===== src/core/sbpi_pkg.sv =====
// package for the system bus parity and bus-init block
// assumes a single bus clock; pins active low on the wire, except the subphase-two line, which is high when asserted
package sbpi_pkg;
    // register byte offsets
    localparam logic [3:0] ADDR_STATUS = 4'h0;
    localparam logic [3:0] ADDR_MASK = 4'h4;
    localparam logic [3:0] ADDR_CONTROL = 4'h8;
    localparam logic [3:0] ADDR_STATE = 4'hC;
    // status and mask bit positions
    localparam int ST_PARITY_ERR = 0;
    localparam int ST_INIT_SEEN = 1;
    localparam int ST_INIT_DRIVEN = 2;
    localparam int ST_WIDTH = 3;
    // control bit positions
    localparam int CTL_FORCE_INIT = 0;
    localparam int CTL_CHECK_EN = 1;
    // reset values
    localparam logic [2:0] MASK_RESET = 3'h0;
    localparam logic [1:0] CONTROL_RESET = 2'h2;
    // bus-init hold time in bus clocks
    localparam logic [2:0] INIT_HOLD_CYCLES = 3'h4;
    // in-order queue counter width
    localparam int IOQ_WIDTH = 4;
    // arbitration and request-issue states
    typedef enum logic [1:0] {ARB_IDLE, ARB_REQUEST, ARB_OWNER} sbpi_arb_type;
    typedef enum logic [1:0] {TX_IDLE, TX_SUB1, TX_SUB2} sbpi_tx_type;
endpackage : sbpi_pkg


===== src/core/sbpi_par_if.sv =====
// interface carrying one request subphase to a parity unit
// assumes asserted lines are given as ones, not as pin levels
`timescale 1ns/1ps
interface sbpi_par_if;
    logic [35:3] addr; // address lines, one = asserted
    logic [4:0] req; // request-type lines, one = asserted
    logic sub2; // high in the second subphase
    logic [1:0] parity_pin; // resulting parity pin levels
    modport calc (input addr, input req, input sub2, output parity_pin);
    modport user (output addr, output req, output sub2, input parity_pin);
endinterface : sbpi_par_if


===== src/core/sbpi_parity.sv =====
// combinational request parity for one subphase
// assumes the caller converts pin levels into asserted-high form
`timescale 1ns/1ps
module sbpi_parity (
    // subphase lines in, parity pins out
    sbpi_par_if.calc par
);
    logic upper_odd; // odd count on address 35..24
    logic lower_odd; // odd count on address 23..3 and type lines

    // an even count of asserted lines gives a high pin
    always_comb begin
        upper_odd = ^par.addr[35:24];
        lower_odd = (^par.addr[23:3]) ^ (^par.req);
        if (par.sub2) begin
            par.parity_pin = {~upper_odd, ~lower_odd};
        end else begin
            par.parity_pin = {~lower_odd, ~upper_odd};
        end
    end
endmodule : sbpi_parity


===== src/core/sbpi_top.sv =====
// bus request parity generation/check and bus-init signalling
// assumes CLK_I is the true bus clock phase; straps are stable at reset release
`timescale 1ns/1ps
// Operation
// - parity pin high for even asserted count
// - subphase two lines carry type information
// - everything timed on bus clock rising edge
// - drive bus-init on fatal bus condition
// - observed bus-init resets lock and arbitration
// - in-order queue untouched by bus-init
// - re-arbitrate and finish pending after bus-init
module sbpi_top (
    // clock and reset
    input wire logic CLK_I,
    input wire logic ARST_N_I,
    // power-on straps
    input wire logic INIT_DRIVE_STRAP_I,
    input wire logic INIT_OBSERVE_STRAP_I,
    // register port
    input wire logic [3:0] REG_ADDR_I,
    input wire logic [31:0] REG_WDATA_I,
    input wire logic REG_WRITE_I,
    input wire logic REG_READ_I,
    output logic [31:0] REG_RDATA_O,
    output logic IRQ_O,
    // request issue from the agent core
    input wire logic ISSUE_I,
    input wire logic [35:3] ISSUE_ADDR_I,
    input wire logic [4:0] ISSUE_TYPE_I,
    input wire logic [35:3] ISSUE_INFO_I,
    input wire logic ISSUE_LOCK_I,
    output logic ISSUE_READY_O,
    input wire logic UNLOCK_I,
    input wire logic COMPLETE_I,
    // arbitration pins
    output logic BUS_REQ_N_O,
    input wire logic BUS_GRANT_N_I,
    // request pins driven by this agent
    output logic [35:3] ADDR_N_O,
    output logic [4:0] REQ_N_O,
    output logic [1:0] PARITY_N_O,
    output logic REQ_OE_O,
    // request pins seen from other agents
    input wire logic REQ_STROBE_N_I,
    input wire logic REQ_SUB2_I,
    input wire logic [35:3] ADDR_N_I,
    input wire logic [4:0] REQ_N_I,
    input wire logic [1:0] PARITY_N_I,
    // open-drain bus-init line
    input wire logic BUS_INIT_N_I,
    output logic BUS_INIT_N_O,
    output logic BUS_INIT_OE_O
);
    // two-stage synchronisers for every bus pin input, not the straps
    logic [43:0] pin_meta; // first stage, read only by second
    logic [43:0] pin_sync; // second stage
    logic strobe_s, sub2_s, grant_s, init_seen_s; // decoded synced pins
    logic [35:3] addr_s; // synced address pins
    logic [4:0] req_s; // synced type pins
    logic [1:0] parity_s; // synced parity pins

    // straps caught once after release
    logic strap_taken, drive_en, observe_en;
    // registers
    logic [2:0] status, next_status, mask, next_mask;
    logic [1:0] control, next_control;
    logic [31:0] next_rdata;
    // bus-init driver
    logic [2:0] init_count, next_init_count;
    logic init_event, init_observed;
    // arbitration, lock and issue
    sbpi_pkg::sbpi_arb_type arb, next_arb;
    sbpi_pkg::sbpi_tx_type tx, next_tx;
    logic lock_active, next_lock_active;
    logic pending, next_pending, pend_lock, next_pend_lock;
    logic [35:3] pend_addr, next_pend_addr, pend_info, next_pend_info;
    logic [4:0] pend_type, next_pend_type;
    logic [sbpi_pkg::IOQ_WIDTH-1:0] in_order_queue, next_ioq; // in_order_queue depth
    logic [35:3] next_addr_n;
    logic [4:0] next_req_n;
    logic [1:0] next_parity_n;
    logic next_oe, parity_err;

    sbpi_par_if gen_if (); // parity for what we drive
    sbpi_par_if chk_if (); // parity for what we see

    sbpi_parity u_gen (.par(gen_if.calc));
    sbpi_parity u_chk (.par(chk_if.calc));

    // pins are foreign to our logic, so two flops first
    always_ff @(posedge CLK_I or negedge ARST_N_I) begin
        if (!ARST_N_I) begin
            pin_meta <= '1;
            pin_sync <= '1;
        end else begin
            pin_meta <= {REQ_STROBE_N_I, ~REQ_SUB2_I, BUS_GRANT_N_I, BUS_INIT_N_I,
                         ADDR_N_I, REQ_N_I, PARITY_N_I};
            pin_sync <= pin_meta;
        end
    end
    assign strobe_s = ~pin_sync[43];
    assign sub2_s = ~pin_sync[42];
    assign grant_s = ~pin_sync[41];
    assign init_seen_s = ~pin_sync[40];
    assign addr_s = pin_sync[39:7];
    assign req_s = pin_sync[6:2];
    assign parity_s = pin_sync[1:0];

    // straps are levels, so they are taken by a clocked process after release
    always_ff @(posedge CLK_I or negedge ARST_N_I) begin
        if (!ARST_N_I) begin
            strap_taken <= 1'b0;
            drive_en <= 1'b0;
            observe_en <= 1'b0;
        end else if (!strap_taken) begin
            strap_taken <= 1'b1;
            drive_en <= INIT_DRIVE_STRAP_I;
            observe_en <= INIT_OBSERVE_STRAP_I;
        end
    end

    // check parity of a seen subphase; pins low mean asserted
    assign chk_if.addr = ~addr_s;
    assign chk_if.req = ~req_s;
    assign chk_if.sub2 = sub2_s;
    assign parity_err = strobe_s && control[sbpi_pkg::CTL_CHECK_EN]
                        && (chk_if.parity_pin != parity_s);

    // any unrecoverable condition starts the driver
    assign init_event = drive_en && init_count == 3'h0
                        && (parity_err || control[sbpi_pkg::CTL_FORCE_INIT]);
    // with observation off nothing recovers
    assign init_observed = observe_en && init_seen_s;

    // driver hold count
    always_comb begin
        next_init_count = init_count;
        if (init_event) begin
            next_init_count = sbpi_pkg::INIT_HOLD_CYCLES;
        end else if (init_count != 3'h0) begin
            next_init_count = init_count - 3'h1;
        end
    end
    always_ff @(posedge CLK_I or negedge ARST_N_I) begin
        if (!ARST_N_I) begin
            init_count <= 3'h0;
        end else begin
            init_count <= next_init_count;
        end
    end
    // open-drain: drive low only while holding
    assign BUS_INIT_N_O = 1'b0;
    assign BUS_INIT_OE_O = init_count != 3'h0;

    // arbitration, lock, pending request and issue sequence
    always_comb begin
        next_arb = arb;
        next_tx = tx;
        next_lock_active = lock_active;
        next_pending = pending;
        next_pend_lock = pend_lock;
        next_pend_addr = pend_addr;
        next_pend_info = pend_info;
        next_pend_type = pend_type;
        next_ioq = in_order_queue;
        next_oe = 1'b0;
        next_addr_n = '1;
        next_req_n = '1;
        next_parity_n = '1;
        if (ISSUE_I && !pending) begin
            next_pending = 1'b1;
            next_pend_addr = ISSUE_ADDR_I;
            next_pend_info = ISSUE_INFO_I;
            next_pend_type = ISSUE_TYPE_I;
            next_pend_lock = ISSUE_LOCK_I;
        end
        if (UNLOCK_I) begin
            next_lock_active = 1'b0;
        end
        if (COMPLETE_I && in_order_queue != '0) begin
            next_ioq = in_order_queue - 1'b1;
        end
        unique case (arb)
            sbpi_pkg::ARB_IDLE: begin
                if (pending) begin
                    next_arb = sbpi_pkg::ARB_REQUEST;
                end
            end
            sbpi_pkg::ARB_REQUEST: begin
                if (grant_s) begin
                    next_arb = sbpi_pkg::ARB_OWNER;
                    next_tx = sbpi_pkg::TX_SUB1;
                end
            end
            sbpi_pkg::ARB_OWNER: begin
                unique case (tx)
                    sbpi_pkg::TX_IDLE: next_arb = sbpi_pkg::ARB_IDLE;
                    sbpi_pkg::TX_SUB1: begin
                        next_oe = 1'b1;
                        next_addr_n = ~pend_addr;
                        next_req_n = ~pend_type;
                        next_parity_n = gen_if.parity_pin;
                        next_tx = sbpi_pkg::TX_SUB2;
                    end
                    sbpi_pkg::TX_SUB2: begin
                        next_oe = 1'b1;
                        next_addr_n = ~pend_info;
                        next_req_n = ~pend_type;
                        next_parity_n = gen_if.parity_pin;
                        next_tx = sbpi_pkg::TX_IDLE;
                        next_pending = 1'b0;
                        next_lock_active = lock_active | pend_lock;
                        next_ioq = in_order_queue + 1'b1;
                        if (COMPLETE_I && in_order_queue != '0) begin
                            next_ioq = in_order_queue;
                        end
                    end
                endcase
            end
        endcase
        // bus-init: drop lock and arbitration, keep queue and pending
        if (init_observed) begin
            next_arb = sbpi_pkg::ARB_IDLE;
            next_tx = sbpi_pkg::TX_IDLE;
            next_lock_active = 1'b0;
            next_pending = pending | (ISSUE_I && !pending);
            next_ioq = in_order_queue;
            next_oe = 1'b0;
            next_addr_n = '1;
            next_req_n = '1;
            next_parity_n = '1;
        end
    end
    // generator sees the subphase about to be driven
    assign gen_if.addr = (tx == sbpi_pkg::TX_SUB2) ? pend_info : pend_addr;
    assign gen_if.req = pend_type;
    assign gen_if.sub2 = tx == sbpi_pkg::TX_SUB2;

    always_ff @(posedge CLK_I or negedge ARST_N_I) begin
        if (!ARST_N_I) begin
            arb <= sbpi_pkg::ARB_IDLE;
            tx <= sbpi_pkg::TX_IDLE;
            lock_active <= 1'b0;
            pending <= 1'b0;
            pend_lock <= 1'b0;
            pend_addr <= '0;
            pend_info <= '0;
            pend_type <= '0;
            in_order_queue <= '0;
            REQ_OE_O <= 1'b0;
            ADDR_N_O <= '1;
            REQ_N_O <= '1;
            PARITY_N_O <= '1;
        end else begin
            arb <= next_arb;
            tx <= next_tx;
            lock_active <= next_lock_active;
            pending <= next_pending;
            pend_lock <= next_pend_lock;
            pend_addr <= next_pend_addr;
            pend_info <= next_pend_info;
            pend_type <= next_pend_type;
            in_order_queue <= next_ioq;
            REQ_OE_O <= next_oe;
            ADDR_N_O <= next_addr_n;
            REQ_N_O <= next_req_n;
            PARITY_N_O <= next_parity_n;
        end
    end
    assign BUS_REQ_N_O = ~(arb == sbpi_pkg::ARB_REQUEST || arb == sbpi_pkg::ARB_OWNER);
    assign ISSUE_READY_O = ~pending;

    // register writes and sticky status; a new event beats the clear
    always_comb begin
        next_status = status;
        next_mask = mask;
        next_control = control;
        next_rdata = 32'h0000_0000;
        if (REG_WRITE_I) begin
            unique case (REG_ADDR_I)
                sbpi_pkg::ADDR_STATUS: next_status = status & ~REG_WDATA_I[2:0];
                sbpi_pkg::ADDR_MASK: next_mask = REG_WDATA_I[2:0];
                sbpi_pkg::ADDR_CONTROL: next_control = REG_WDATA_I[1:0];
                default: ;
            endcase
        end
        // force bit is one-shot once the driver takes it
        if (init_event) begin
            next_control[sbpi_pkg::CTL_FORCE_INIT] = 1'b0;
        end
        if (parity_err) begin
            next_status[sbpi_pkg::ST_PARITY_ERR] = 1'b1;
        end
        if (init_observed) begin
            next_status[sbpi_pkg::ST_INIT_SEEN] = 1'b1;
        end
        if (init_event) begin
            next_status[sbpi_pkg::ST_INIT_DRIVEN] = 1'b1;
        end
        if (REG_READ_I) begin
            unique case (REG_ADDR_I)
                sbpi_pkg::ADDR_STATUS: next_rdata = {29'h0, status};
                sbpi_pkg::ADDR_MASK: next_rdata = {29'h0, mask};
                sbpi_pkg::ADDR_CONTROL: next_rdata = {30'h0, control};
                sbpi_pkg::ADDR_STATE: next_rdata = {20'h0, in_order_queue, observe_en, drive_en,
                                                    lock_active, pending, tx, arb};
                default: next_rdata = 32'h0000_0000;
            endcase
        end
    end
    always_ff @(posedge CLK_I or negedge ARST_N_I) begin
        if (!ARST_N_I) begin
            status <= 3'h0;
            mask <= sbpi_pkg::MASK_RESET;
            control <= sbpi_pkg::CONTROL_RESET;
            REG_RDATA_O <= 32'h0000_0000;
        end else begin
            status <= next_status;
            mask <= next_mask;
            control <= next_control;
            REG_RDATA_O <= next_rdata;
        end
    end
    // level interrupt while any unmasked status bit is set
    assign IRQ_O = |(status & mask);
endmodule : sbpi_top


===== config.mk =====
export PLATFORM = sky130hd
export DESIGN_NAME = sbpi_top
export DESIGN_NICKNAME = d
export VERILOG_FILES = /design/src/core/sbpi_pkg.sv /design/src/core/sbpi_par_if.sv /design/src/core/sbpi_parity.sv /design/src/core/sbpi_top.sv
export SDC_FILE = /design/constraint.sdc
export NUM_CORES = 1
export LEC_CHECK = 0
export ABC_AREA = 1
export BUFFER_PORTS_ARGS = -buffer_cell sky130_fd_sc_hd__buf_2
export CORE_ASPECT_RATIO = 0.5
export CORE_MARGIN = 10
export CORE_UTILIZATION = 45
export DETAILED_ROUTE_END_ITERATION = 7
export HOLD_SLACK_MARGIN = 0.03
export PLACE_DENSITY = 0.69
export SLEW_MARGIN = 20
export SYNTH_ARGS = -nofsm -noshare
export SYNTH_HDL_FRONTEND = slang
export SYNTH_SLANG_ARGS = --single-unit

===== constraint.sdc =====
create_clock -name CLK_I -period 3.5 [get_ports CLK_I]
set_input_delay 0.525 -clock CLK_I [delete_from_list [all_inputs] [get_ports CLK_I]]
set_output_delay 0.525 -clock CLK_I [all_outputs]
set_load 0.02 [all_outputs]

### Yosys cells after proc, flatten, opt, wreduce, memory -nomap -nowiden

Index checks and enable logic that the tools add are counted.

* word-level logic and storage cells: 154
* input port bits: 161
* output and inout bits: 78
* bits in registers: 257

* $add $sub $neg: 3
* bitwise logic cells: 22
* mux-type cells: 48
* reduce and logical (&&, ||, !) cells: 42
* equal/unequal tests: 13

Operator list (count)
* 2-to-1 mux 33 bit: 3
* inverter 33 bit: 3
* case mux 33 bit (2 select lines): 1
* case mux 12 bit (4 select lines): 1
* parity 21 bit: 2
* parity 12 bit: 2
* 2-to-1 mux 2 bit: 11
* 2-to-1 mux 1 bit: 17
* 2-to-1 mux 4 bit: 4
* nonzero test 2 bit: 8
* 2-to-1 mux 5 bit: 3
* AND reduction 2 bit: 7
* 2-to-1 mux 12 bit: 1
* 2-to-1 mux 3 bit: 4
* inverter 1 bit: 10
* inverter 5 bit: 2
* parity 5 bit: 2
* != test 3 bit (second input constant): 3
* equality test 4 bit (second input constant): 2
* case mux 2 bit (2 select lines): 2
* logical AND 1 bit: 7
* AND 3 bit: 2
* case mux 2 bit (3 select lines): 1
* AND reduction 3 bit: 2
* 21 further kinds: 28

### Depth between registers and ports, before layout

Gate-level depths: netlist of the first run.

* depth in word-level cells: 11
* mapped depth: 21
* mapped depth without buffers: 21

### Hierarchy

From an unflattened synthesis of the first run, not the netlist that was laid out.

* cell total of the unflattened synthesis: 1095
* area total of the unflattened synthesis: 10540.1 sq um

Modules (own cells, without submodules)
* sbpi_top: sequential area each 6092.1 sq um, cells an instance 729, instances 1, area an instance 8991.1 sq um
* sbpi_parity: sequential area each 0.0 sq um, cells an instance 183, instances 2, area an instance 774.5 sq um

### Least setup slack after synthesis of the first run

OpenSTA, ideal clock, no wires.

* path type: register to register
* from: register tx[0]
* to: register PARITY_N_O[0]
* data arrival time: 2094 ps
* period minus slack after synthesis: 2159 ps
* setup time: 65 ps
* path slack: 1341 ps
* cell stages (with the launch flop): 13
* path buffers: 1
* data required time: 3435 ps
* path through: dfrtp_1 > inv_1 > ha_1 > inv_2 > clkbuf_2 > or2_2 > o21ai_0 > xor2_1 > xnor2_1 > xor2_1 > xor2_1 > nand2_1 > nand3_1

* longest elaborated chain between the ends: 9
* elaborated cells between the ends (all ways): 13
* classes of those cells: 2 x eq/ne; 5 x mux; 3 x bitwise; 3 x reduce/logical

RTL lines
* start: declaration: RTL line sbpi_top.sv:73 `sbpi_pkg::sbpi_tx_type tx, next_tx;`
* start signal: assignment: RTL line sbpi_top.sv:242 `tx <= sbpi_pkg::TX_IDLE;`
* start signal: assignment: RTL line sbpi_top.sv:256 `tx <= next_tx;`
* equality test 2 bit: RTL line sbpi_top.sv:196, sbpi_top.sv:235, sbpi_top.sv:237
* 2-to-1 mux 33 bit: RTL line sbpi_top.sv:235 `assign gen_if.addr = (tx == sbpi_pkg::TX_SUB2) ? pend_info : pend_addr;`
* parity 21 bit: RTL line sbpi_parity.sv:14 `lower_odd = (^par.addr[23:3]) ^ (^par.req);`
* bitwise XOR 1 bit: RTL line sbpi_parity.sv:14
* inverter 1 bit: RTL line sbpi_parity.sv:16 `par.parity_pin = {~upper_odd, ~lower_odd};`
* 2-to-1 mux 2 bit: RTL line sbpi_parity.sv:15 `if (par.sub2) begin`
* 2-to-1 mux 2 bit *: RTL line sbpi_top.sv:196 `unique case (tx)`
* 2-to-1 mux 2 bit *: RTL line sbpi_top.sv:183 `unique case (arb)`
* 2-to-1 mux 2 bit *: RTL line sbpi_top.sv:222 `if (init_observed) begin`
* named net next_parity_n[0]: RTL line sbpi_top.sv:81 `logic [1:0] next_parity_n;`
* end signal: assignment: RTL line sbpi_top.sv:267 `PARITY_N_O <= next_parity_n;`
* end: declaration: RTL line sbpi_top.sv:41 `output logic [1:0] PARITY_N_O,`

Mark *: on every way through the listed nets, which the timed path passes. The rest lies on a longest branch.
A chain may end at the register's enable or synchronous reset.

### Worst setup path in the final report of the first run

Same ends and word-level chain as after synthesis.

==> out/results.txt, run 1 <==
IO buf count = 188
Worst reg-to-reg setup slack = 0.88 ns
GP Congestion = 0.8062
Layout Skew = 0.01382 ns
Initial antenna violation count = 0
Resized Gates After CTS = 0
Final worst-path cycle share = 74.94%
Antenna cells = 0
Setup bufs post-CTS = 0
Slew HR = 29.81%
Num CTS Buffers = 22
GRT Overall Usage = 14.93%
Worst hold slack = 0.1223 ns
Setup crit end kind = flip-flop
Syn_area_per_cell = 11.19 sq um
Fraction of layout cells with a size suffix above 1 = 40.80%
Initial drt markers = 341
Synth top cells by count = nand2_1 (175), dfstp_2 (129), dfrtp_1 (108)
Pint = 6.510 mW
Synth warn = 0
FILL cells = 1807
Final cell count without fillers = 1373
WP data required = 3.94 ns
Root Buffer = clkbuf_16
Via count = 6494
Setup TNS = 0 ns
Critical Path Source Type = flip-flop
Synth Area in Compound Gates = 6.801%
Synth Area in Simple Gates = 11.28%
Hold violation total from the final report = 0
Storage cell area = 0.006092 sq mm
First-pass GRT wire length = 34.39 mm
Post-synth ARST share = 100.0%
CTS tree = yes
DR pass1 iterations = 4
Sequential Power Share = 38.7%
Cell taking the most area after synthesis = dfstp_2
Switching power = 3.368 mW
Worst-Margin Slew = 1.053 ns
Power share of the clock group = 25.5%
Synth Register Bits = 237
Gate power share = 35.8%
P per Cell Area = 841.4 mW/mm^2
Area delta synth->final = 20.64%
DR WL/cell = 15.58 um
Synth area leaders = dfstp_2 (35%), dfrtp_1 (28%), mux2_2 (7.2%), nand2_1 (6.7%), inv_1 (3.2%)
CORE AREA = 0.02088 sq mm
Synth Area in Adders = 1.286%
Drt drc = 0
WL final = 21.39 mm
Placed insts = 1332
Sequential area share after synthesis = 62.60%
Height of the die = 124.0 um
Fmax = 0.3813 GHz
# nets final = 1236
Mapped Area = 0.009732 sq mm
Top-area cell type share of the netlist area = 34.83%
Mux cell area share after synthesis = 7.277%
Most numerous cell in the Yosys netlist = nand2_1
Number of synthesized flops with an enable pin = 0
Die footprint = 0.02826 sq mm
Sink Count = 237
Maximum VDD drop = 498.5 uV
Max Root-Sink Buffers = 3
CP Max Fanout = 34
Top_reg_cell synth = dfstp_2
Synth cell types = 37
Sw Share = 34.10%
Main combinational cell family by area after synthesis = simple AND/OR/NAND/NOR gates
Starting Density = 46.61%
Hold buffer count at CTS = 1
Max-slew violation count = 0
CP Class = flip-flop to flip-flop
Num rows = 37
Post-DRT Antenna Nets = 0
Vias in the first global route = 6783
# IOs = 239
Synth Instances = 870
Hold crit path type = primary input to flip-flop
H-tree depth = 1
RSZ-0062 raised after global routing = no
Critical path arrival = 3.06 ns
Outcome = completed
# Max-Cap Violations = 0
Largest net degree at the start of global routing = 88
Worst-path clk slew = 0.07 ns
Via density = 4.730
Total grt overflow = 0
# setup viols final = 0
Worst-skew pair later-pin latency = 0.50 ns
Final HPWL DP = 15.74 mm
Xor/xnor share of the synthesized area = 4.680%
Pleak = 5.568 nW
Tmin final = 2.623 ns
Multi-input gate area in the final layout = 0.003148 sq mm
Die width = 228.0 um
==> cell families after synthesis <==
kind of cell	count (synthesis)
AO/OA/AOI/OAI	109
AND/OR/NAND/NOR	267
other	2
adder cells (fa/ha/maj)	10
buffers and inverters	130
flip-flops	237
multiplexers	63
XOR/XNOR	52
==> metrics by stage <==
stage / power, mW / setup WS [ns] / area [sq um] / utilization (%)
global route: 10.56 / 0.6507 / 11740 / 56.23
finish: 9.878 / 0.8773 / 11740 / 56.23
CTS: 10.03 / 0.8354 / 11740 / 56.23
detailed placement: 7.469 / 0.8568 / 10950 / 52.44
floorplan: 6.586 / 1.341 / 9807 / -
global placement: 7.332 / 0.9199 / 10950 / 52.44
==> area by class of cell <==
cell class              count  share of cell area, %
multi-input cells         523                  26.81
well taps                 292                  3.112
clock inverters             5                 0.6714
repair buffers            195                  8.782
inverters                  86                  2.750
flip-flops and latches    237                  51.89
clock buffers              35                  5.979
==> sequential cells by signal, summed over array words and instances, names as in the netlist, 4 cells and up <==
signal          flops
pin_meta           44
pin_sync           44
ADDR_N_O           33
pend_addr          33
pend_info          33
REG_RDATA_O        12
REQ_N_O             5
gen_if.req          5
in_order_queue      4
==> critical path: stages (launching register included) <==
cell and delay, ns:
dfrtp_1 0.38, inv_1 0.15, ha_2 0.23, buf_4 0.33, nand2_1 0.12, o21ai_0 0.11
xor2_1 0.20, xor2_1 0.20, xor2_1 0.19, xor2_1 0.22, xor2_1 0.24, nand2_1 0.08
nand3_1 0.08
==> per-layer routing <==
| layer | global-route usage [%] | wire, um | up-vias |
|---|---|---|---|
| met2 | 28.12 | 11440 | 118 |
| met1 | 17.33 | 8586 | 3201 |
| met5 | 0 | 0 | - |
| met3 | 3.427 | 1037 | 27 |
| met4 | 3.310 | 321 | 0 |
| li1 | - | - | 3148 |
==> power by group through the flow <==
stage / sequential [mW] / combinational, mW / clock, mW
4_1_cts: 3.83 / 3.61 / 2.59
3_3_place_gp: 3.83 / 3.50 / 0
5_1_grt: 3.90 / 3.95 / 2.71
2_1_floorplan: 3.89 / 2.70 / 0
3_5_place_dp: 3.87 / 3.60 / 0
6_report: 3.83 / 3.54 / 2.52
==> final timing paths <==
path / end / depth (start not counted) / from
max: PARITY_N_O[0]$_DFF_PN1_ / 12 / tx[0]$_DFFE_PN0P_
min: pin_meta[8]$_DFF_PN1_ / 1 / ADDR_N_I[4]
max reg2reg: PARITY_N_O[0]$_DFF_PN1_ / 12 / tx[0]$_DFFE_PN0P_
min reg2reg: pin_sync[28]$_DFF_PN1_ / 0 / pin_meta[28]$_DFF_PN1_
max in group asynchronous: pin_meta[12]$_DFF_PN1_ / 3 / ARST_N_I
min in group asynchronous: pend_info[18]$_DFFE_PN0P_ / 2 / ARST_N_I
==> placed cells by master, fill, tap and decap left out, types with 2 or more instances in the layout <==
cell / netlist / layout
o22ai_1: 3 / 3
nor3_1: 4 / 4
mux2_2: 62 / 62
buf_2: 1 / 187
clkbuf_1: 17 / 5
nand2_1: 175 / 174
dfstp_2: 129 / 129
xnor2_1: 30 / 30
buf_12: 0 / 2
xor2_1: 22 / 22
o21ai_1: 3 / 3
dfrtp_1: 108 / 108
o21ai_2: 2 / 2
nor2_1: 41 / 40
o211ai_1: 35 / 35
or2_2: 15 / 15
clkbuf_8: 0 / 6
a21oi_1: 18 / 18
clkinv_2: 0 / 2
buf_4: 23 / 4
o21ai_0: 42 / 42
a221oi_1: 2 / 2
clkbuf_16: 0 / 24
conb_1: 2 / 22
bufinv_16: 0 / 2
nand3_1: 23 / 23
ha_1: 10 / 9
or2_1: 6 / 6
inv_1: 84 / 84
Note: power is estimated with default switching activity, not from simulation.
==> run 2, diff against run 1 <==
PLACE_DENSITY = 0.72   (was 0.69)
clock period = 2.2 ns   (was 3.5 ns; I/O delays follow)
==> run 2 against run 1 <==
  * The flow now finishes with violations (negative setup slack)
  * Largest power group unchanged
  * Die area is the same
  * Largest cell class unchanged
  * Sequential share of layout area shrank 3.9 points
  * First-iteration DRC count grew 9.1%
  * Combinational power grew 69%
==> out/results.txt, run 2 (synthesis results as in run 1) <==
Num rows = 37 (unchanged)
CP Max Fanout = 17 (was 34)
CTS tree = yes (unchanged)
Outcome = complete, but fails checks (was completed)
WP data required = 2.65 ns (was 3.94 ns)
FF-to-FF End = PARITY_N_O[1]$_DFF_PN1_ (was PARITY_N_O[0]$_DFF_PN1_)
Crit path launch = tx[0]$_DFFE_PN0P_ (unchanged)
Root Buffer = clkbuf_16 (unchanged)
R2r worst-path depth = 12 (unchanged)
Initial drt markers = 372 (was 341)
Drt drc = 0 (unchanged)
WL final = 22.90 mm (was 21.39 mm)
FILL cells = 1655 (was 1807)
Violated checks = negative setup slack
Largest net degree at the start of global routing = 59 (was 88)
Total power = 15.90 mW (was 9.878 mW)
WHS Path Cells = 2 (was 1)
Max Root-Sink Buffers = 3 (unchanged)
Worst reg-to-reg setup slack = -0.06 ns (was 0.88 ns)
Sw Share = 34.48% (was 34.10%)
Pint = 10.42 mW (was 6.510 mW)
Vias in the first global route = 7378 (was 6783)
Sink Count = 237 (unchanged)
Worst-path clk slew = 0.07 ns (about the same)
Gate power share = 37.6% (was 35.8%)
Via density = 4.733 (was 4.730)
CP Class = flip-flop to flip-flop (unchanged)
Critical path arrival = 2.72 ns (was 3.06 ns)
Num CTS Buffers = 22 (unchanged)
Bufs and invs on worst path = 2 (unchanged)
Setup TNS = -0.1155 ns (was 0 ns)
Starting Density = 46.61% (unchanged)
Fraction of layout cells with a size suffix above 1 = 42.54% (was 40.80%)
DR WL/cell = 15.69 um (was 15.58 um)
# setup viols final = 2 (was 0)
Area delta synth->final = 30.55% (was 20.64%)
Critical path depth = 12 (unchanged)
Die footprint = 0.02826 sq mm (unchanged)
# IOs = 239 (unchanged)
DR pass1 iterations = 4 (unchanged)
Hold violation total from the final report = 0 (unchanged)
H-tree depth = 1 (unchanged)
Setup crit end kind = flip-flop (unchanged)
Worst-skew pair later-pin latency = 0.52 ns (was 0.50 ns)
Commonest non-fill, non-tap cell in the layout = buf_2 (unchanged)
Storage cell area = 0.006092 sq mm (unchanged)
Final HPWL DP = 16.54 mm (was 15.74 mm)
Largest stage delay, worst path = 0.39 ns (was 0.38 ns)
Fmax = 0.4417 GHz (was 0.3813 GHz)
CP Cell Sequence = inv_2, ha_4, inv_8, or2_1, o21ai_2, xor2_1, xor2_1, xor2_1, xor2_1, xor2_1, nand2_1, nand3_1 (was inv_1, ha_2, buf_4, nand2_1, o21ai_0, xor2_1, xor2_1, xor2_1, xor2_1, xor2_1, nand2_1, nand3_1)
Max-slew violation count = 0 (unchanged)
Worst setup path endpoint = PARITY_N_O[1]$_DFF_PN1_ (was PARITY_N_O[0]$_DFF_PN1_)
Largest delay share family, worst path = XOR/XNOR gates (unchanged)
Layout Skew = 0.01343 ns (was 0.01382 ns)
Top flop regs = pin_meta: 44 flops, pin_sync: 44 flops (unchanged)
Worst hold slack = 0.05339 ns (was 0.1223 ns)
IO buf count = 188 (unchanged)
Post-route cell area = 0.01270 sq mm (was 0.01174 sq mm)
CORE AREA = 0.02088 sq mm (unchanged)
Power share of the clock group = 23.9% (was 25.5%)
GP Congestion = 0.8114 (was 0.8062)
Initial antenna violation count = 1 (was 0)
Switching power = 5.481 mW (was 3.368 mW)
Pleak = 5.955 nW (was 5.568 nW)
Cell mode on critical path = xor2_1 (unchanged)
GRT Overall Usage = 15.93% (was 14.93%)
Critical Path Source Type = flip-flop (unchanged)
Total grt overflow = 0 (unchanged)
Die width = 228.0 um (unchanged)
P per Cell Area = 1251 mW/mm^2 (was 841.4 mW/mm^2)
# nets final = 1322 (was 1236)
First-pass GRT wire length = 36.74 mm (was 34.39 mm)
Post-DRT Antenna Nets = 0 (unchanged)
Multi-input gate area in the final layout = 0.003273 sq mm (was 0.003148 sq mm)
Tmin final = 2.264 ns (was 2.623 ns)
Sequential Power Share = 38.5% (was 38.7%)
Height of the die = 124.0 um (unchanged)
RSZ-0062 raised after global routing = yes (was no)
Placed Area = 0.01114 sq mm (was 0.01095 sq mm)
Via count = 6910 (was 6494)
# Max-Cap Violations = 0 (unchanged)
Most frequent cells in the layout = buf_2 (187), nand2_1 (150), dfstp_2 (129) (was buf_2 (187), nand2_1 (174), dfstp_2 (129))
Hold crit path type = primary input to flip-flop (unchanged)
Final worst-path cycle share = 102.9% (was 74.94%)
PnR worst setup slack = -0.06396 ns (was 0.8773 ns)
Maximum VDD drop = 586.5 uV (was 498.5 uV)
Worst reg2reg startpoint = tx[0]$_DFFE_PN0P_ (unchanged)
Slowest CP cell = dfrtp_1 (unchanged)
[run 2: cell count changes in the layout (fill, tap and decap cells not counted), sizes merged]
cell	change
diode	+2
bufinv	-1
buf	+20
inv	+2
dlygate4sd3	+66
clkinv	-2
[run 2: final cells by class]
class,count,share of cell area (%)
clock buffers,35,5.210
flip-flops and latches,237,47.95
well taps,292,2.876
repair buffers,281,15.15
multi-input cells,523,25.76
clock inverters,4,0.4136
diodes,2,0.03939
inverters,86,2.600
[run 2: what timing repair did]
action / CTS / global route
pin swaps: 3 / 27
hold endpoints to repair: 96 / 1
hold buffers: 66 / 1
cloned: 0 / 0
buffers inserted: 1 / 2
gates resized for setup: 9 / 47
setup endpoints to repair: 3 / 9
[run 2: worst min path at each step]
stage                           startpoint                   endpoint  slack (ns)
final                     ISSUE_ADDR_I[13]  pend_addr[13]$_DFFE_PN0P_        0.05
after global routing      ISSUE_ADDR_I[34]  pend_addr[34]$_DFFE_PN0P_        0.03
after CTS                 ISSUE_INFO_I[11]  pend_info[11]$_DFFE_PN0P_        0.03
after detailed placement          ARST_N_I  pend_addr[18]$_DFFE_PN0P_        0.31
after global placement            ARST_N_I  pend_info[18]$_DFFE_PN0P_        0.30
after floorplan                   ARST_N_I   REG_RDATA_O[0]$_DFF_PN0_        0.03
[run 2: through the flow]
step	worst slack (ns)	instances	utilization, %
2_1_floorplan	0.04113	890	-
3_3_place_gp	-0.1893	1349	53.35
3_5_place_dp	-0.2104	1349	53.35
4_1_cts	-0.07959	1455	60.12
5_1_grt	-0.2820	1459	60.84
6_report	-0.06396	1460	60.85
[run 2: worst register-to-register path, stage by stage (launching register included)]
cell	delay, ns
dfrtp_1	0.39
inv_2	0.08
ha_4	0.21
inv_8	0.09
or2_1	0.24
o21ai_2	0.07
xor2_1	0.18
xor2_1	0.20
xor2_1	0.19
xor2_1	0.20
xor2_1	0.21
nand2_1	0.08
nand3_1	0.07
[run 2: layer usage]
layer  global-route usage [%]  routed length [um]  share of wire, %
met5                        0                   0                 0
met4                    4.965                 621               2.7
met3                    4.607                1364               6.0
met2                    29.53               12010                52
met1                    17.76                8913                39
[run 2: power groups by stage]
stage                     clock, mW  combinational [mW]  sequential, mW
after detailed placement          0                5.71            6.17
final                          3.80                5.97            6.13
after CTS                      3.93                5.90            6.11
after global routing           4.10                6.58            6.25
after floorplan                   0                4.18            6.18
after global placement            0                5.55            6.10
